## src/hdl/pseis_map.vh

```
`ifndef PSEIS_MAP_VH
`define PSEIS_MAP_VH
// ****************************************
// command codes
// ****************************************
`define PSEIS_CMD_SUMMARY   8'h00
`define PSEIS_CMD_MASK      8'h01
// ****************************************
// summary bit positions
// ****************************************
`define PSEIS_BIT_SUPPLY    7
`define PSEIS_BIT_START     6
`define PSEIS_BIT_OVERCUR   5
`define PSEIS_BIT_CLASS     4
`define PSEIS_BIT_DETECT    3
`define PSEIS_BIT_DISCON    2
`define PSEIS_BIT_PGOOD     1
`define PSEIS_BIT_PENABLE   0
// ****************************************
// reset values
// ****************************************
`define PSEIS_MASK_RST      8'h80
`define PSEIS_SUMMARY_RST   8'h80
`define PSEIS_ZERO8         8'h00
`define PSEIS_RDATA_RST     8'h00
`define PSEIS_RVALID_RST    1'b0
`define PSEIS_IRQ_IDLE      1'b1
`endif

```

## src/hdl/pseis_irq_summary.v

```verilog
// Operation
// - supply summary bit7, resets to one
// - start-fault summary bit6 ORs channels
// - overcurrent bit5 ORs cuts and limits
// - class summary bit4 ORs channels
// - detect summary bit3 ORs channels
// - disconnect summary bit2 ORs channels
// - power-good change bit1 ORs channels
// - power-enable change bit0 ORs channels
// - summary active high, read only
// - mask register at code 01h
// - mask zero blocks interrupt
// - summary independent of mask
// - interrupt needs global enable too
// - summary read at code 00h
// - bits clear via event clear-read or reset
// - mask resets with supply bit set
`timescale 1ns/1ns
`include "pseis_map.vh"

module pseis_irq_summary (
  // clock and reset
  input  wire       core_clk,
  input  wire       rst_b,
  // supply and memory faults
  input  wire       thermal_shutdown,
  input  wire       logic_supply_undervolt,
  input  wire       logic_supply_warning,
  input  wire       power_supply_undervolt,
  input  wire       sram_fault,
  // per-channel and pair flags, bit 0 is channel 1
  input  wire [3:0] start_fault_ch,
  input  wire [3:0] overload_cut_ch,
  input  wire       overload_cut_pair_a,
  input  wire       overload_cut_pair_b,
  input  wire [3:0] current_limit_fault_ch,
  input  wire [3:0] class_cycle_ch,
  input  wire [3:0] detect_cycle_ch,
  input  wire [3:0] disconnect_ch,
  input  wire [3:0] power_good_change_ch,
  input  wire [3:0] power_enable_change_ch,
  // global enable from general mask
  input  wire       global_irq_enable,
  // register command port
  input  wire [7:0] reg_cmd,
  input  wire       reg_wr,
  input  wire       reg_rd,
  input  wire [7:0] reg_wdata,
  output wire [7:0] reg_rdata,
  output wire       reg_rvalid,
  // interrupt, active low
  output wire       irq_b
);

  // ****************************************
  // helper functions
  // ****************************************
  // one decode serves the write and the read path
  function pseis_cmd_hit;
    input [7:0] cmd;
    input [7:0] code;
    begin
      pseis_cmd_hit = (cmd == code);
    end
  endfunction

  function pseis_any_flag;
    input [3:0] flags;
    begin
      pseis_any_flag = |flags;
    end
  endfunction

  function pseis_irq_cause;
    input [7:0] status;
    input [7:0] mask;
    input       enable;
    begin
      pseis_irq_cause = enable & (|(status & mask));
    end
  endfunction

  // ****************************************
  // summary bits
  // ****************************************
  // flags are registered upstream and cleared there by clear-on-read or
  // the reset-register command; no copy is kept here, so a clear is seen
  // in the same cycle; an event set in the clear cycle is lost, as the clear wins upstream
  wire       supply_fault_summary;
  wire       start_fault_summary;
  wire       overcurrent_fault_summary;
  wire       class_cycle_summary;
  wire       detect_cycle_summary;
  wire       disconnect_summary;
  wire       power_good_change_summary;
  wire       power_enable_change_summary;

  assign supply_fault_summary = thermal_shutdown
    | logic_supply_undervolt
    | logic_supply_warning
    | power_supply_undervolt
    | sram_fault;
  assign start_fault_summary = pseis_any_flag(start_fault_ch);
  assign overcurrent_fault_summary = pseis_any_flag(overload_cut_ch)
    | overload_cut_pair_a
    | overload_cut_pair_b
    | pseis_any_flag(current_limit_fault_ch);
  assign class_cycle_summary = pseis_any_flag(class_cycle_ch);
  assign detect_cycle_summary = pseis_any_flag(detect_cycle_ch);
  assign disconnect_summary = pseis_any_flag(disconnect_ch);
  assign power_good_change_summary =
    pseis_any_flag(power_good_change_ch);
  assign power_enable_change_summary =
    pseis_any_flag(power_enable_change_ch);

  reg  [7:0] summary;
  always @* begin
    summary = `PSEIS_ZERO8;
    summary[`PSEIS_BIT_SUPPLY]  = supply_fault_summary;
    summary[`PSEIS_BIT_START]   = start_fault_summary;
    summary[`PSEIS_BIT_OVERCUR] = overcurrent_fault_summary;
    summary[`PSEIS_BIT_CLASS]   = class_cycle_summary;
    summary[`PSEIS_BIT_DETECT]  = detect_cycle_summary;
    summary[`PSEIS_BIT_DISCON]  = disconnect_summary;
    summary[`PSEIS_BIT_PGOOD]   = power_good_change_summary;
    summary[`PSEIS_BIT_PENABLE] = power_enable_change_summary;
  end

  // ****************************************
  // mask register
  // ****************************************
  wire       mask_wr;
  reg  [7:0] irq_mask_d;
  reg  [7:0] irq_mask_q;

  assign mask_wr = reg_wr & pseis_cmd_hit(reg_cmd, `PSEIS_CMD_MASK);

  always @* begin
    irq_mask_d = irq_mask_q;
    if (mask_wr) begin
      irq_mask_d = reg_wdata;
    end
  end

  always @(posedge core_clk or negedge rst_b) begin
    if (!rst_b) begin
      irq_mask_q <= `PSEIS_MASK_RST;
    end else begin
      irq_mask_q <= irq_mask_d;
    end
  end

  // ****************************************
  // read port
  // ****************************************
  wire       summary_rd;
  wire       mask_rd;
  reg  [7:0] reg_rdata_d;
  reg  [7:0] reg_rdata_q;
  reg        reg_rvalid_d;
  reg        reg_rvalid_q;

  assign summary_rd = reg_rd & pseis_cmd_hit(reg_cmd, `PSEIS_CMD_SUMMARY);
  assign mask_rd    = reg_rd & pseis_cmd_hit(reg_cmd, `PSEIS_CMD_MASK);

  // writes to the summary code are ignored: status is read only;
  // read data holds between reads so a slow host may sample it late
  always @* begin
    reg_rvalid_d = reg_rd;
    reg_rdata_d  = reg_rdata_q;
    if (summary_rd) begin
      reg_rdata_d = summary;
    end else if (mask_rd) begin
      reg_rdata_d = irq_mask_q;
    end else if (reg_rd) begin
      reg_rdata_d = `PSEIS_ZERO8;
    end
  end

  always @(posedge core_clk or negedge rst_b) begin
    if (!rst_b) begin
      reg_rdata_q <= `PSEIS_RDATA_RST;
    end else begin
      reg_rdata_q <= reg_rdata_d;
    end
  end

  always @(posedge core_clk or negedge rst_b) begin
    if (!rst_b) begin
      reg_rvalid_q <= `PSEIS_RVALID_RST;
    end else begin
      reg_rvalid_q <= reg_rvalid_d;
    end
  end

  // ****************************************
  // interrupt output
  // ****************************************
  wire       irq_cause;
  reg        irq_b_d;
  reg        irq_b_q;

  // mask gates only the pin, not the summary
  assign irq_cause = pseis_irq_cause(summary, irq_mask_q,
                                     global_irq_enable);

  // registered so the pin is glitch free; costs one cycle of latency
  always @* begin
    irq_b_d = ~irq_cause;
  end

  always @(posedge core_clk or negedge rst_b) begin
    if (!rst_b) begin
      irq_b_q <= `PSEIS_IRQ_IDLE;
    end else begin
      irq_b_q <= irq_b_d;
    end
  end

  // ****************************************
  // outputs
  // ****************************************
  assign reg_rdata  = reg_rdata_q;
  assign reg_rvalid = reg_rvalid_q;
  assign irq_b      = irq_b_q;

endmodule // pseis_irq_summary

```

## config.mk

```make
export PLATFORM = sky130hd
export DESIGN_NAME = pseis_irq_summary
export DESIGN_NICKNAME = d
export VERILOG_FILES = /design/src/hdl/pseis_irq_summary.v
export VERILOG_INCLUDE_DIRS = /design/src /design/src/hdl
export SDC_FILE = /design/constraint.sdc
export NUM_CORES = 1
export LEC_CHECK = 0
export ABC_AREA = 1
export BUFFER_PORTS_ARGS = -buffer_cell sky130_fd_sc_hd__buf_2
export CAP_MARGIN = 20
export CORE_MARGIN = 8
export CORE_UTILIZATION = 43
export CTS_CLUSTER_DIAMETER = 80
export DETAILED_ROUTE_END_ITERATION = 12
export PLACE_DENSITY = 0.89
export SYNTH_ARGS = -nofsm -noshare
export SYNTH_HDL_FRONTEND = slang
export SYNTH_SLANG_ARGS = --single-unit
```

## constraint.sdc

```tcl
create_clock -name core_clk -period 1.23 [get_ports core_clk]
set_input_delay 0.0615 -clock core_clk [delete_from_list [all_inputs] [get_ports core_clk]]
set_output_delay 0.0615 -clock core_clk [all_outputs]
set_load 0.05 [all_outputs]
```

== Yosys cells after proc, flatten, opt, wreduce, memory -nomap -nowiden ==
Cells that the tools add are included.
Word-level totals
  register bits after elaboration: 18
  word-level logic and storage cells: 32
  input bits: 60
Operators by class
  eq/ne operators: 1
  mux-type cells: 3
  reductions and logical operators: 11
  bitwise gates (word level): 13
Operators with widths (count)
  4-bit OR reduction: 8
  8-bit two-way mux: 3
  8-bit AND: 1
  8-bit by 1-bit == test with 1-bit output (second input constant): 1
  8-bit logical NOT: 1
  8-bit OR reduction: 1
  1-bit bitwise OR: 7
  1-bit AND: 4
  3-bit nonzero test: 1
  1-bit inverter: 1

== Longest topological paths before layout ==
  word-level depth: 8
  gate-level depth with buffers: 7
  depth with buffers taken out: 7

== Worst setup path before layout ==
No wires, ideal clock.
  path kind: register -> register
  start point: register reg_rdata[5] (netlist name)
  end point: register reg_rdata_q[5], in the netlist reg_rdata[5]
  setup slack: 364 ps
  period minus slack after synthesis: 866 ps
  data required time: 1103 ps
  cell stages (with the launch flop): 3
  setup time: 127 ps
  arrival time: 739 ps
  buffers on the path: 0
  cell sequence: dfrtp_1 nand2_1 nand3_1
RTL lines
  end signal, assigned: RTL line pseis_irq_summary.v:182  | reg_rdata_q <= `PSEIS_RDATA_RST;
  end signal, assigned: RTL line pseis_irq_summary.v:184  | reg_rdata_q <= reg_rdata_d;
  end, declared: RTL line pseis_irq_summary.v:159  | reg [7:0] reg_rdata_q;

== Worst setup path after layout ==
  start point: register irq_b_q, in the netlist irq_b
  end point: output port irq_b
RTL lines
  start, declared: RTL line pseis_irq_summary.v:201  | reg irq_b_q;
  start signal, assigned: RTL line pseis_irq_summary.v:214  | irq_b_q <= `PSEIS_IRQ_IDLE;
  start signal, assigned: RTL line pseis_irq_summary.v:216  | irq_b_q <= irq_b_d;
  end, declared: RTL line pseis_irq_summary.v:52  | output wire irq_b
No word-level cell between the ends.

==> metrics.csv <==
stage,metric,value,unit
status,status,completed,
placement,io_buffers,69,
sta,drv_slew,0,
yosys,ys_ff_latch,18,
worst_setup_path,cpMaxStageDelayCell,dfstp_2,
clock_network,cts_resized,0,
die,fp.dieH,63.46,um
sta,post-route-period-util,0.9079,
sta,setup_tns,0,ps
routing,antenna_left,0,
yosys,synth_ff_type,dfrtp_1,
yosys,ys_types,17,
worst_setup_path,crit_required,1170,ps
sta,finalCriticalPeriod,1117,ps
yosys,synth_fp_nets,194,
global_route,grt_remaining_overflow,0,
routing,viasPerCell,4.792,
finish,antenna_cells,0,
global_route,grt_max_degree,19,
yosys,postSynthAreaPerCell,7.227,sq um
power_and_ir_drop,finalPower,0.001143,W
sta,max-slew-margin-rel,0.7368,
sta,max_freq,895.5,MHz
clock_network,cts.htree.levels,1,
die,initial_core_util,0.4464,
worst_setup_path,cp-start-kind,register,
power_and_ir_drop,p_leak,0.8127,nW
worst_setup_path,crit_arrival,1060,ps
finish,final_area,1395,sq um
clock_network,numCtsBuffers,3,
power_and_ir_drop,ir_worst_vdd,0.6296,mV
clock_network,clock_sinks,18,
finish,drive_gt1_frac,0.3846,
worst_setup_path,worst_setup_path_end_kind,output port,
yosys,syn_inst,134,
routing,dr.pass1.iters,4,
routing,drt-initial-drc-count,22,
clock_network,ctsHoldBuffers,4,
yosys,syn_area,968.4,sq um
yosys,synth.yosys.warnings,0,
routing,drc_errors,0,
global_route,grt_pass1_vias,1106,
clock_network,clk_pin_slew,100,ps
clock_network,root_buffer,clkbuf_4,
run,cap_violations,0,
yosys,synth_edf_count,0,
die,die_w,63.46,um
placement,dp_hpwl,2406,um
global_route,antenna_found_initial,0,
clock_network,clk_path_buf_depth,2,
routing,vias,1131,
finish,areaGrowthSynthToFinish,44.06,%
die,dieArea,4027,sq um
die,row_count,17,
sta,setup_violations,0,
worst_setup_path,critPathBufInv,1,
yosys,async_flop_share,1.000,
global_route,grt_pass1_wl,4719,um
sta,hold_viol_final,0,
die,io_pins,70,
clock_network,cts_tree,built,
sta,rsz0062_at_grt,no,
power_and_ir_drop,p_per_area,819.5,nW/um^2
sta,worstMarginPinSlew,394.8,ps
worst_setup_path,cp_max_fo,1,
routing,wl_per_cell,12.16,um
worst_setup_path,critPathKind,reg -> out,
sta,fin_skew,1.942,ps
worst_setup_path,crit_chain,buf_2,
worst_setup_path,cpLargestDelayFamily,flip-flops,
yosys,yosysSeqAreaShare,0.4677,
routing,wl,2870,um
die,core,2170,sq um
global_route,grt_usage,0.1406,
finish,nets,270,
placement,placed_area,1333,sq um
clock_network,post_cts_buffers,0,
clock_network,clk_latency,290,ps
placement,place_congestion,0.8257,
hold_path,hp-class,in -> reg,
worst_setup_path,slowest_delay,520,ps
cells in the mapped netlist (2+ instances only):
library cell | instances | area share
nand2_1 | 49 | 0.19
nand3_1 | 27 | 0.14
nor2_1 | 24 | 0.093
dfrtp_1 | 16 | 0.41
inv_1 | 4 | 0.015
dfstp_2 | 2 | 0.054
nand2_2 | 2 | 0.013
metrics by stage:
stage | utilization | instances | hold WS, ps | setup slack, ps
final | 0.6430 | 236 | 3.478 | 113.3
after global routing | 0.6430 | 236 | 5.175 | 75.73
after CTS | 0.6430 | 236 | 7.725 | 110.8
after detailed placement | 0.6142 | 229 | 5.520 | 158.4
after global placement | 0.6142 | 229 | 4.341 | 194.1
after floorplan | - | 134 | -234.1 | 363.8
where the power goes:
| part | internal (W) | leakage [nW] | switching, W | total (W) |
|---|---|---|---|---|
| combinational | 0.000107 | 0.558 | 0.000120 | 0.000226 |
| sequential | 0.000616 | 0.241 | 0.0000119 | 0.000628 |
| clock | 0.000114 | 0.0138 | 0.000175 | 0.000289 |
cell type report:
cell class              count  area (sq um)
fillers                   217         774.5
multi-input cells         108         473.0
flip-flops and latches     18         452.9
repair buffers             74         392.9
well taps                  28         35.03
clock buffers               3         22.52
inverters                   5         18.77
final timing paths:
path / start / end / slack, ps / depth (start not counted)
max: irq_b / irq_b / 110 / 1
min: reg_wdata[1] / irq_mask_q[1] / 3 / 3
max reg2reg: irq_mask_q[7] / irq_b / 340 / 5
min reg2reg: irq_mask_q[7] / irq_mask_q[7] / 490 / 2
max in group asynchronous: rst_b / irq_b / 690 / 2
min in group asynchronous: rst_b / irq_mask_q[1] / 220 / 2
registers in the layout (all words and copies together), names as in the netlist:
register / count
irq_b: 1
irq_mask_q: 8
reg_rvalid: 1
reg_rdata: 8
kinds of logic (layout without fill, tap and decap cells):
family | Yosys count | count (layout) | synth area share
AO/OA/AOI/OAI | 2 | 2 | 0.01033
flip-flops | 18 | 18 | 0.4677
AND/OR/NAND/NOR | 106 | 106 | 0.4781
buffers and inverters | 8 | 82 | 0.04392
cells in the final DEF (no fill, tap or decap), drive strengths merged:
cell,count
buf,70
nand2,51
nand3,27
nor2,25
dfrtp,16
inv,5
dlygate4sd3,4
clkbuf,3
dfstp,2
o21ai,2
nand3b,1
nand4,1
nor3,1
metal layers:
| layer | share of wire | global-route usage | up-vias | routed length (um) |
|---|---|---|---|---|
| li1 | - | - | 581 | - |
| met1 | 0.38 | 0.1533 | 507 | 1104 |
| met2 | 0.54 | 0.2510 | 39 | 1553 |
| met3 | 0.067 | 0.04064 | 4 | 191 |
| met4 | 0.0073 | 0.05014 | 0 | 21 |
| met5 | 0 | 0 | - | 0 |
Power figures use the tool's default switching activity.
